==> config.mk <==
export PLATFORM = sky130hd
export DESIGN_NAME = pixel_thread_header_builder
export DESIGN_NICKNAME = d
export VERILOG_FILES = /design/src/pixel_thread_pkg.sv /design/src/tag_pool_ram.sv /design/src/pixel_thread_header_builder.sv
export SDC_FILE = /design/constraint.sdc
export NUM_CORES = 2
export LEC_CHECK = 0
export BUFFER_PORTS_ARGS = -buffer_cell sky130_fd_sc_hd__buf_2
export CORE_ASPECT_RATIO = 2
export CORE_MARGIN = 2
export CORE_UTILIZATION = 57
export DETAILED_ROUTE_END_ITERATION = 8
export PLACE_DENSITY = 0.76
export SLEW_MARGIN = 20
export SYNTH_ARGS = -nofsm -noshare
export SYNTH_HDL_FRONTEND = slang
export SYNTH_SLANG_ARGS = --single-unit
==> constraint.sdc <==
create_clock -name clk -period 3.5 [get_ports clk]
set_input_delay 0.175 -clock clk [delete_from_list [all_inputs] [get_ports clk]]
set_output_delay 0.175 -clock clk [all_outputs]
set_load 0.01 [all_outputs]
==> src/pixel_thread_pkg.sv <==
// Constants, register map and state types for the pixel thread header builder.
// Assumes a single 20 MHz clock domain and an Avalon-MM host with byte addressing.

package pixel_thread_pkg;

   // ************************************************************
   // Widths
   // ************************************************************
   localparam int unsigned TAG_W  = 8;
   localparam int unsigned CNT_W  = 24;
   localparam int unsigned DATA_W = 32;
   localparam int unsigned ADDR_W = 5;
   localparam int unsigned SCR_W  = 22;

   // ************************************************************
   // Register byte offsets
   // ************************************************************
   localparam logic [ADDR_W-1:0] OFS_CTRL    = 5'h00;
   localparam logic [ADDR_W-1:0] OFS_SAMPLER = 5'h04;
   localparam logic [ADDR_W-1:0] OFS_BINDING = 5'h08;
   localparam logic [ADDR_W-1:0] OFS_SCRATCH = 5'h0c;
   localparam logic [ADDR_W-1:0] OFS_STATUS  = 5'h10;
   localparam logic [ADDR_W-1:0] OFS_THREAD  = 5'h14;

   // ************************************************************
   // Field positions and writable masks
   // ************************************************************
   localparam int unsigned CTRL_EN_BIT   = 0;
   localparam int unsigned STAT_INIT_BIT = 0;
   localparam int unsigned STAT_BUSY_BIT = 1;
   localparam int unsigned STAT_FREE_LSB = 8;
   localparam int unsigned SCR_PTR_LSB   = 10;
   localparam int unsigned ALLOW_MSB     = 3;
   localparam logic [DATA_W-1:0] CTRL_MASK    = 32'h0000_0001;
   localparam logic [DATA_W-1:0] SAMPLER_MASK = 32'hffff_ffef;
   localparam logic [DATA_W-1:0] BINDING_MASK = 32'hffff_ffe0;
   localparam logic [DATA_W-1:0] SCRATCH_MASK = 32'hffff_fc00;

   // ************************************************************
   // Reset values
   // ************************************************************
   localparam logic [DATA_W-1:0] CFG_RST = 32'h0000_0000;
   localparam logic [CNT_W-1:0]  CNT_RST = 24'h00_0000;

   // ************************************************************
   // Header dword indices within payload register zero
   // ************************************************************
   localparam logic [2:0] DW_ZERO    = 3'h2;
   localparam logic [2:0] DW_SAMPLER = 3'h3;
   localparam logic [2:0] DW_BINDING = 3'h4;
   localparam logic [2:0] DW_SCRATCH = 3'h5;
   localparam logic [2:0] DW_THREAD  = 3'h6;
   localparam logic [2:0] DW_PRIM    = 3'h7;
   localparam logic [3:0] HDR_REG    = 4'h0;

   typedef enum logic [1:0] {ST_INIT, ST_IDLE, ST_TAG, ST_SEND} hdr_state_e;

endpackage

==> src/tag_pool_ram.sv <==
// Simple dual-port memory holding the ring of free fused-thread tags.
// Assumes one clock; read data appear one cycle after rd_en, from a register.
`timescale 1ns/100ps

module tag_pool_ram #(
   parameter int unsigned WIDTH  = 8,
   parameter int unsigned ADDR_W = 8
) (
   input  wire logic              clk,      // System clock
   input  wire logic              wr_en,    // Write strobe
   input  wire logic [ADDR_W-1:0] wr_addr,  // Write address
   input  wire logic [WIDTH-1:0]  wr_data,  // Write data
   input  wire logic              rd_en,    // Read strobe
   input  wire logic [ADDR_W-1:0] rd_addr,  // Read address
   output logic      [WIDTH-1:0]  rd_data_q // Registered read data
);

   logic [WIDTH-1:0] mem [2**ADDR_W];

   always_ff @(posedge clk) begin
      if (wr_en) begin
         mem[wr_addr] <= wr_data;
      end
   end

   always_ff @(posedge clk) begin
      if (rd_en) begin
         rd_data_q <= mem[rd_addr];
      end
   end

endmodule

==> src/pixel_thread_header_builder.sv <==
// Builds header dwords 2 to 7 of payload register zero for each fused pixel shader thread.
// Assumes an Avalon-MM host, a windowing source with valid/ready and a payload sink with ready.
//
// The Avalon-MM slave port and the register addresses were left to the implementer.
`timescale 1ns/100ps

module pixel_thread_header_builder #(
   parameter int unsigned TAG_W = pixel_thread_pkg::TAG_W,
   parameter int unsigned CNT_W = pixel_thread_pkg::CNT_W
) (
   input  wire logic                                clk,             // 20 MHz clock
   input  wire logic                                rst_n,           // Async reset, low
   input  wire logic [pixel_thread_pkg::ADDR_W-1:0] address,         // Avalon byte address
   input  wire logic                                read,            // Avalon read
   input  wire logic                                write,           // Avalon write
   input  wire logic [pixel_thread_pkg::DATA_W-1:0] writedata,       // Avalon write data
   input  wire logic [3:0]                          byteenable,      // Avalon byte enables
   output logic      [pixel_thread_pkg::DATA_W-1:0] readdata,        // Avalon read data
   output logic                                     waitrequest,     // Avalon wait
   input  wire logic                                disp_valid,      // Dispatch request
   input  wire logic [CNT_W-1:0]                    disp_prim_count, // Primitive thread count
   output logic                                     disp_ready,      // Dispatch accepted
   input  wire logic                                release_valid,   // Thread completed
   input  wire logic [TAG_W-1:0]                    release_tag,     // Tag of that thread
   output logic                                     pay_valid,       // Header dword valid
   input  wire logic                                pay_ready,       // Sink takes dword
   output logic      [pixel_thread_pkg::DATA_W-1:0] pay_data,        // Header dword
   output logic      [3:0]                          pay_reg,         // Payload register
   output logic      [2:0]                          pay_dword,       // Dword in register
   output logic                                     pay_last,        // Final dword
   output logic      [TAG_W-1:0]                    pay_tag          // Tag of this thread
);

   localparam int unsigned DEPTH = 2**TAG_W;
   localparam logic [TAG_W:0] FULL = (TAG_W+1)'(DEPTH);

   // ************************************************************
   // Header assembly
   // ************************************************************
   function automatic logic [31:0] hdr_dword(
      input logic [2:0]        idx,
      input logic [31:0]       smp,
      input logic [31:0]       bnd,
      input logic [21:0]       scr_kb,
      input logic [TAG_W-1:0]  tag,
      input logic [CNT_W-1:0]  tid,
      input logic [CNT_W-1:0]  prim
   );
      logic [31:0] d;
      d = 32'h0000_0000;
      unique case (idx)
         pixel_thread_pkg::DW_SAMPLER: d = smp & pixel_thread_pkg::SAMPLER_MASK;
         pixel_thread_pkg::DW_BINDING: d = bnd & pixel_thread_pkg::BINDING_MASK;
         pixel_thread_pkg::DW_SCRATCH: d = {scr_kb, 2'h0, 8'(tag)};
         pixel_thread_pkg::DW_THREAD:  d = {8'h00, 24'(tid)};
         pixel_thread_pkg::DW_PRIM:    d = {8'h00, 24'(prim)};
         default:                      d = 32'h0000_0000;
      endcase
      return d;
   endfunction

   function automatic logic [31:0] merge_be(
      input logic [31:0] old,
      input logic [31:0] nw,
      input logic [3:0]  be,
      input logic [31:0] mask
   );
      logic [31:0] r;
      r = old;
      for (int i = 0; i < 4; i++) begin
         if (be[i]) begin
            r[i*8 +: 8] = nw[i*8 +: 8];
         end
      end
      return r & mask;
   endfunction

   // ************************************************************
   // Registers and state
   // ************************************************************
   pixel_thread_pkg::hdr_state_e state_q;
   logic [31:0]      ctrl_q;
   logic [31:0]      smp_q;
   logic [31:0]      bnd_q;
   logic [31:0]      scr_q;
   logic [31:0]      snap_smp_q;
   logic [31:0]      snap_bnd_q;
   logic [31:0]      snap_scr_q;
   logic [21:0]      scr_kb_q;
   logic [CNT_W-1:0] tid_cnt_q;
   logic [CNT_W-1:0] tid_q;
   logic [CNT_W-1:0] prim_q;
   logic [TAG_W-1:0] head_q;
   logic [TAG_W-1:0] tail_q;
   logic [TAG_W:0]   free_q;
   logic [TAG_W-1:0] pool_tag;
   logic             bus_req;
   logic             bus_acc;
   logic             init_wr;
   logic             rel_wr;
   logic             pool_wr;
   logic             pop;
   logic             accept;
   logic             pay_adv;
   logic [21:0]      scr_sum;

   assign bus_req = read | write;
   assign bus_acc = bus_req & ~waitrequest;
   assign init_wr = (state_q == pixel_thread_pkg::ST_INIT);
   // Releases during the fill are dropped: no tag can be out before the pool exists.
   assign rel_wr  = release_valid & ~init_wr & (free_q != FULL);
   assign pool_wr = init_wr | rel_wr;
   assign accept  = disp_valid & disp_ready;
   assign pop     = accept;
   assign pay_adv = pay_valid & pay_ready;
   // Scratch slots are laid out by tag; each slot is the per-thread allowance wide.
   assign scr_sum = snap_scr_q[31:pixel_thread_pkg::SCR_PTR_LSB]
                  + 22'({14'h0000, pool_tag} << snap_smp_q[pixel_thread_pkg::ALLOW_MSB:0]);

   tag_pool_ram #(
      .WIDTH  (TAG_W),
      .ADDR_W (TAG_W)
   ) u_pool (
      .clk       (clk),
      .wr_en     (pool_wr),
      .wr_addr   (tail_q),
      .wr_data   (init_wr ? tail_q : release_tag),
      .rd_en     (pop),
      .rd_addr   (head_q),
      .rd_data_q (pool_tag)
   );

   // ************************************************************
   // Avalon-MM slave: one wait cycle, then the answer
   // ************************************************************
   always_ff @(posedge clk or negedge rst_n) begin
      if (!rst_n) begin
         waitrequest <= 1'b1;
      end else begin
         waitrequest <= ~(bus_req & waitrequest);
      end
   end

   always_ff @(posedge clk or negedge rst_n) begin
      if (!rst_n) begin
         readdata <= 32'h0000_0000;
      end else if (read & waitrequest) begin
         unique case (address)
            pixel_thread_pkg::OFS_CTRL:    readdata <= ctrl_q;
            pixel_thread_pkg::OFS_SAMPLER: readdata <= smp_q;
            pixel_thread_pkg::OFS_BINDING: readdata <= bnd_q;
            pixel_thread_pkg::OFS_SCRATCH: readdata <= scr_q;
            pixel_thread_pkg::OFS_STATUS:  readdata <= 32'({free_q, 6'h00,
                                              (state_q != pixel_thread_pkg::ST_IDLE), ~init_wr});
            pixel_thread_pkg::OFS_THREAD:  readdata <= 32'(tid_cnt_q);
            default:                       readdata <= 32'h0000_0000;
         endcase
      end
   end

   always_ff @(posedge clk or negedge rst_n) begin
      if (!rst_n) begin
         ctrl_q <= pixel_thread_pkg::CFG_RST;
         smp_q  <= pixel_thread_pkg::CFG_RST;
         bnd_q  <= pixel_thread_pkg::CFG_RST;
         scr_q  <= pixel_thread_pkg::CFG_RST;
      end else if (write & bus_acc) begin
         unique case (address)
            pixel_thread_pkg::OFS_CTRL:
               ctrl_q <= merge_be(ctrl_q, writedata, byteenable, pixel_thread_pkg::CTRL_MASK);
            pixel_thread_pkg::OFS_SAMPLER:
               smp_q <= merge_be(smp_q, writedata, byteenable, pixel_thread_pkg::SAMPLER_MASK);
            pixel_thread_pkg::OFS_BINDING:
               bnd_q <= merge_be(bnd_q, writedata, byteenable, pixel_thread_pkg::BINDING_MASK);
            pixel_thread_pkg::OFS_SCRATCH:
               scr_q <= merge_be(scr_q, writedata, byteenable, pixel_thread_pkg::SCRATCH_MASK);
            default: ;
         endcase
      end
   end

   // ************************************************************
   // Free tag ring
   // ************************************************************
   always_ff @(posedge clk or negedge rst_n) begin
      if (!rst_n) begin
         tail_q <= '0;
      end else if (pool_wr) begin
         tail_q <= tail_q + 1'b1;
      end
   end

   always_ff @(posedge clk or negedge rst_n) begin
      if (!rst_n) begin
         head_q <= '0;
      end else if (pop) begin
         head_q <= head_q + 1'b1;
      end
   end

   always_ff @(posedge clk or negedge rst_n) begin
      if (!rst_n) begin
         free_q <= '0;
      end else begin
         free_q <= free_q + (TAG_W+1)'(pool_wr) - (TAG_W+1)'(pop);
      end
   end

   // ************************************************************
   // Dispatch sequencing
   // ************************************************************
   always_ff @(posedge clk or negedge rst_n) begin
      if (!rst_n) begin
         state_q <= pixel_thread_pkg::ST_INIT;
      end else begin
         unique case (state_q)
            pixel_thread_pkg::ST_INIT:
               if (tail_q == TAG_W'(DEPTH - 1)) begin
                  state_q <= pixel_thread_pkg::ST_IDLE;
               end
            pixel_thread_pkg::ST_IDLE:
               if (accept) begin
                  state_q <= pixel_thread_pkg::ST_TAG;
               end
            pixel_thread_pkg::ST_TAG:
               state_q <= pixel_thread_pkg::ST_SEND;
            pixel_thread_pkg::ST_SEND:
               if (pay_adv && pay_last) begin
                  state_q <= pixel_thread_pkg::ST_IDLE;
               end
         endcase
      end
   end

   // Ready is offered only while idle, enabled and a tag is free, so a popped tag is always real.
   always_ff @(posedge clk or negedge rst_n) begin
      if (!rst_n) begin
         disp_ready <= 1'b0;
      end else begin
         disp_ready <= (state_q == pixel_thread_pkg::ST_IDLE) & ~accept
                     & ctrl_q[pixel_thread_pkg::CTRL_EN_BIT] & (free_q != '0);
      end
   end

   always_ff @(posedge clk or negedge rst_n) begin
      if (!rst_n) begin
         tid_cnt_q <= pixel_thread_pkg::CNT_RST;
      end else if (accept) begin
         tid_cnt_q <= tid_cnt_q + 1'b1;
      end
   end

   // Configuration is frozen at acceptance so a register write cannot tear a header.
   always_ff @(posedge clk or negedge rst_n) begin
      if (!rst_n) begin
         tid_q      <= pixel_thread_pkg::CNT_RST;
         prim_q     <= pixel_thread_pkg::CNT_RST;
         snap_smp_q <= pixel_thread_pkg::CFG_RST;
         snap_bnd_q <= pixel_thread_pkg::CFG_RST;
         snap_scr_q <= pixel_thread_pkg::CFG_RST;
      end else if (accept) begin
         tid_q      <= tid_cnt_q;
         prim_q     <= disp_prim_count;
         snap_smp_q <= smp_q;
         snap_bnd_q <= bnd_q;
         snap_scr_q <= scr_q;
      end
   end

   always_ff @(posedge clk or negedge rst_n) begin
      if (!rst_n) begin
         scr_kb_q <= '0;
      end else if (state_q == pixel_thread_pkg::ST_TAG) begin
         scr_kb_q <= scr_sum;
      end
   end

   // ************************************************************
   // Payload output
   // ************************************************************
   always_ff @(posedge clk or negedge rst_n) begin
      if (!rst_n) begin
         pay_valid <= 1'b0;
         pay_dword <= pixel_thread_pkg::DW_ZERO;
         pay_last  <= 1'b0;
         pay_data  <= 32'h0000_0000;
         pay_reg   <= pixel_thread_pkg::HDR_REG;
      end else if (state_q == pixel_thread_pkg::ST_TAG) begin
         pay_valid <= 1'b1;
         pay_reg   <= pixel_thread_pkg::HDR_REG;
         pay_dword <= pixel_thread_pkg::DW_ZERO;
         pay_last  <= 1'b0;
         pay_data  <= 32'h0000_0000;
      end else if (pay_adv) begin
         // Dwords follow one another with no hole in between.
         pay_valid <= ~pay_last;
         pay_dword <= pay_last ? pixel_thread_pkg::DW_ZERO : pay_dword + 1'b1;
         pay_last  <= (pay_dword + 1'b1 == pixel_thread_pkg::DW_PRIM);
         pay_data  <= pay_last ? 32'h0000_0000
                    : hdr_dword(pay_dword + 1'b1, snap_smp_q, snap_bnd_q, scr_kb_q,
                                pay_tag, tid_q, prim_q);
      end
   end

   always_ff @(posedge clk or negedge rst_n) begin
      if (!rst_n) begin
         pay_tag <= '0;
      end else if (state_q == pixel_thread_pkg::ST_TAG) begin
         pay_tag <= pool_tag;
      end
   end

endmodule

==> results summary <==
After the first detailed-routing iteration, the DRC count stood at 7,780. The CTS root buffer is sky130_fd_sc_hd__clkbuf_16. The number of primary I/O pins is 163. The smallest clock period supported by the final layout is computed as 3.51 ns. For this run the aggregate overflow at the end of global routing stands at 0. The core region area is 0.169 mm2. The total half-perimeter wirelength after legalization and detailed placement is 164,000 um. The share of layout cells above drive strength 1 is 27.3%. The worst setup path is launched from a flip-flop.

The total global routing track utilization is between 30 and 40%. The detailed-route via count came out at roughly 55k. Setup repair after global routing could not meet its margin everywhere. The worst clock skew came out at about 0.030 ns.

The number of antenna violations at the first check in global routing was 11. The sequential fraction of design power is 55.9%. TritonCTS built the clock tree.

The number of buffers created by CTS is 198. The top achievable clock speed came out at between 200 and 300 MHz. In the synthesized netlist the dominant register cell turns out to be sky130_fd_sc_hd__edfxtp_1. The weighted congestion reported at the end of routability-driven placement came out at between 1 and 1.5. The run finished, with violations left. The switching part of the total power came out at 20.6%. The total length of routed wires is 261,000 um. The kind of critical path is flip-flop to flip-flop.

The number of global-route vias before repair came out at ~55k. For the worst setup path, the data required time is 4.23 ns. The post-route worst setup slack came out at -0.0111 ns. Before antenna repair, the detailed router went through 9 iterations. The H-tree level count came out at 4.

The signal arrival time at the worst endpoint is 4.24 ns. The number of library cell types mapped by synthesis came out at 73. The pin count of the biggest net entering global routing came out at approximately 190. The final number of max-transition violations is 0. The die is 587 um tall.

The internal power of the cells totals roughly 44,000 uW. The number of warning messages in the yosys log is 0. The global-route wire length before repair came out at 380,000 um.

The final hold violation count is 0. The top fanout value on the critical path came out at 5. The die footprint is 0.173 mm2. The number of vias per cell came out at 6.56. Across all hold checks on the routed design, the worst slack comes to 0.0524 ns. The synthesized netlist cell count is about 5.3k.

The total of endpoints with negative setup slack in the final report came out at 1. The number of cell rows came out at 214. After synthesis, flip-flops and latches occupy between 70% and 80% of the total area. The clock sink count is 2,417. VDD sags by at most ~0.56 mV. The horizontal die dimension is 295 um. In this run the static leakage power is 0.0388 uW. The tightest min-delay check is of the input port to flip-flop type.

The detailed-route wire length per cell is roughly 31 um. The number of cells in the design after placement is 7,905. The mapped netlist covers 0.0968 mm2. The power share of the combinational group is 2.1%. The area growth from synthesis to layout is 14.8%. The share of flip-flops with an asynchronous set or reset is 14.9%.

The actual transition at the worst max-transition pin came out at 1.26 ns. The clock insertion delay at the later pin of the skew report is 0.86 ns. Counting flops with a built-in enable in the synthesized netlist gives 2,056.

Adding up every negative setup slack in the final design gives -0.0111 ns. Clock-pin slew was measured on the worst setup and hold paths at ~0.07 ns. The clock network accounts for 41.9% of the total power.

The count of input and output buffers came out at 157. The register bit total from synthesis came out at 2,417. The max capacitance violation total came out at 0. The worst setup timing slack at the placement stage is -0.219 ns. The filler-free cell count of the finished design is 8,377. Dividing total power by cell area gives a power density of around 500 mW/mm2. The tightest slew margin relative to the limit came out at 16.2%. The initial standard-cell utilization of the core came out at 57.2%.

The number of buffers on the longest clock path came out at 3. The final reports fail on negative setup slack. The remaining routing DRC violations came out at 0. The total power draw is 55,600 uW. The post-route clock period utilization came out at 100%. A synthesized cell averages 18.2 um2. In this run the power spent charging and discharging nets is 11,400 uW. The detail route stage leaves a number of antenna-violating nets equal to 0.

The worst setup path is captured at a flip-flop. The final net count came out at 6,056.
==> power groups by stage <==
stage                     clock (uW)  combinational [uW]  sequential, uW
final                          23300                1180           31100
after global placement             0                1040           31700
after CTS                      23500                1150           31100
after detailed placement           0                1070           31700
after floorplan                    0                 543           31700
after global routing           24500                1240           31100
==> worst paths after layout <==
check / startpoint / slack (ns) / cells after the start / end
worst min register to register: readdata[15]$_DFFE_PN0P_ / 0.48 / 2 / readdata[15]$_DFFE_PN0P_
worst min-delay path: write / 0.05 / 3 / waitrequest$_DFF_PN1_
min in group asynchronous: rst_n / 0.46 / 3 / tid_q[11]$_DFFE_PN0P_
worst max register to register: snap_smp_q[0]$_DFFE_PN0P_ / -0.01 / 16 / scr_kb_q[14]$_DFFE_PN0P_
worst max-delay path: snap_smp_q[0]$_DFFE_PN0P_ / -0.01 / 16 / scr_kb_q[14]$_DFFE_PN0P_
max in group asynchronous: rst_n / 2.02 / 4 / snap_smp_q[0]$_DFFE_PN0P_
==> per-stage QoR <==
| step | cell area [um2] | util (%) |
|---|---|---|
| finish | 111000 | 65.7 |
| global route | 111000 | 65.6 |
| CTS | 111000 | 65.5 |
| detailed placement | 103000 | 61.0 |
| global placement | 103000 | 61.0 |
| floorplan | 96800 | - |
==> repair_timing <==
item                       in CTS  in global routing
hold endpoints to repair      244                  0
pin swaps                       1                  9
setup endpoints to repair       9                 15
hold buffers                   77                  0
buffers inserted                2                  9
gates resized for setup         7                 42
==> kinds of logic after synthesis <==
family	share of synthesized area, %
flops	73.1
simple gates	4.53
mux	15.6
compound gates	3.62
buf+inv	1.87
xor+xnor	0.543
fa+ha+maj	0.675
other cells	0.00387
==> cell type report <==
| cell class | count | area [um2] |
|---|---|---|
| clock buffers | 251 | 5330 |
| fillers | 10900 | 58100 |
| flip-flops and latches | 2417 | 70800 |
| diodes | 13 | 32.5 |
| multi-input cells | 2550 | 24600 |
| well taps | 2268 | 2840 |
| clock inverters | 120 | 1520 |
| inverters | 36 | 145 |
| repair buffers | 722 | 5890 |
==> sequential cells by signal, indices dropped and copies added (netlist names), 9 cells and up <==
register and cells:
tid_cnt_q 24, bnd_q 27, tid_q 24, scr_kb_q 22, snap_bnd_q 27, free_q 9
readdata 32, smp_q 31, scr_q 22, snap_smp_q 31, prim_q 24, snap_scr_q 22
u_pool.mem 2048, pay_data 32
==> critical path: stages (launching register included) <==
cell	delay (ns)
sky130_fd_sc_hd__dfrtp_2	0.42
sky130_fd_sc_hd__buf_6	0.14
sky130_fd_sc_hd__mux2i_2	0.33
sky130_fd_sc_hd__mux2i_2	0.16
sky130_fd_sc_hd__nand2_1	0.09
sky130_fd_sc_hd__o21ai_0	0.10
sky130_fd_sc_hd__and2_1	0.21
sky130_fd_sc_hd__ha_4	0.29
sky130_fd_sc_hd__o21ai_1	0.11
sky130_fd_sc_hd__o211ai_1	0.35
sky130_fd_sc_hd__a41oi_2	0.23
sky130_fd_sc_hd__buf_4	0.19
sky130_fd_sc_hd__buf_4	0.13
sky130_fd_sc_hd__o21ai_0	0.18
sky130_fd_sc_hd__nor2_1	0.08
sky130_fd_sc_hd__xnor2_1	0.13
sky130_fd_sc_hd__mux2_2	0.26
==> Yosys cell counts, types with 49 or more instances <==
master,number,area (um2)
sky130_fd_sc_hd__a21oi_1,102,510
sky130_fd_sc_hd__buf_2,52,260
sky130_fd_sc_hd__clkbuf_1,171,642
sky130_fd_sc_hd__dfrtp_1,359,8980
sky130_fd_sc_hd__edfxtp_1,2056,61700
sky130_fd_sc_hd__ha_1,49,613
sky130_fd_sc_hd__mux2_2,120,1350
sky130_fd_sc_hd__mux2i_1,179,1790
sky130_fd_sc_hd__mux4_2,533,12000
sky130_fd_sc_hd__nand2_1,576,2160
sky130_fd_sc_hd__nand3_1,52,260
sky130_fd_sc_hd__nor2_1,356,1340
sky130_fd_sc_hd__o21ai_0,128,641
==> placed cells by master, fill, tap and decap left out, drive strengths merged, types with 6 or more instances in the layout <==
cell,netlist,final
nand3,52,52
nand2b,8,8
o22ai,30,30
o21bai,10,10
a22oi,40,40
a221oi,36,36
diode,0,13
a21o,16,16
or3,6,6
o21a,6,6
xnor2,38,38
clkbuf,173,251
mux4,533,533
and3,6,6
inv,34,40
o221ai,26,26
o211ai,11,11
a211oi,13,13
dlygate4sd3,0,76
dfrtp,359,359
clkinv,2,80
xor2,22,22
ha,49,49
nor2,356,356
and2,11,11
buf,140,646
nor3,30,30
a222oi,33,33
bufinv,0,26
nor2b,13,13
a21oi,102,102
clkinvlp,0,10
a22o,21,21
nand2,579,579
nand4,15,15
mux2i,179,179
o21ai,128,128
edfxtp,2056,2056
a2111oi,6,6
mux2,120,120
==> per-layer routing <==
layer / routed length (um) / part of all wire (%) / GRT usage [%]
met4: 14400 / 5.5 / 15.0
met3: 28900 / 11 / 7.26
met5: 46 / 0.018 / 0
met1: 92800 / 36 / 40.8
met2: 125000 / 48 / 47.2
Power figures use the tool's default switching activity.
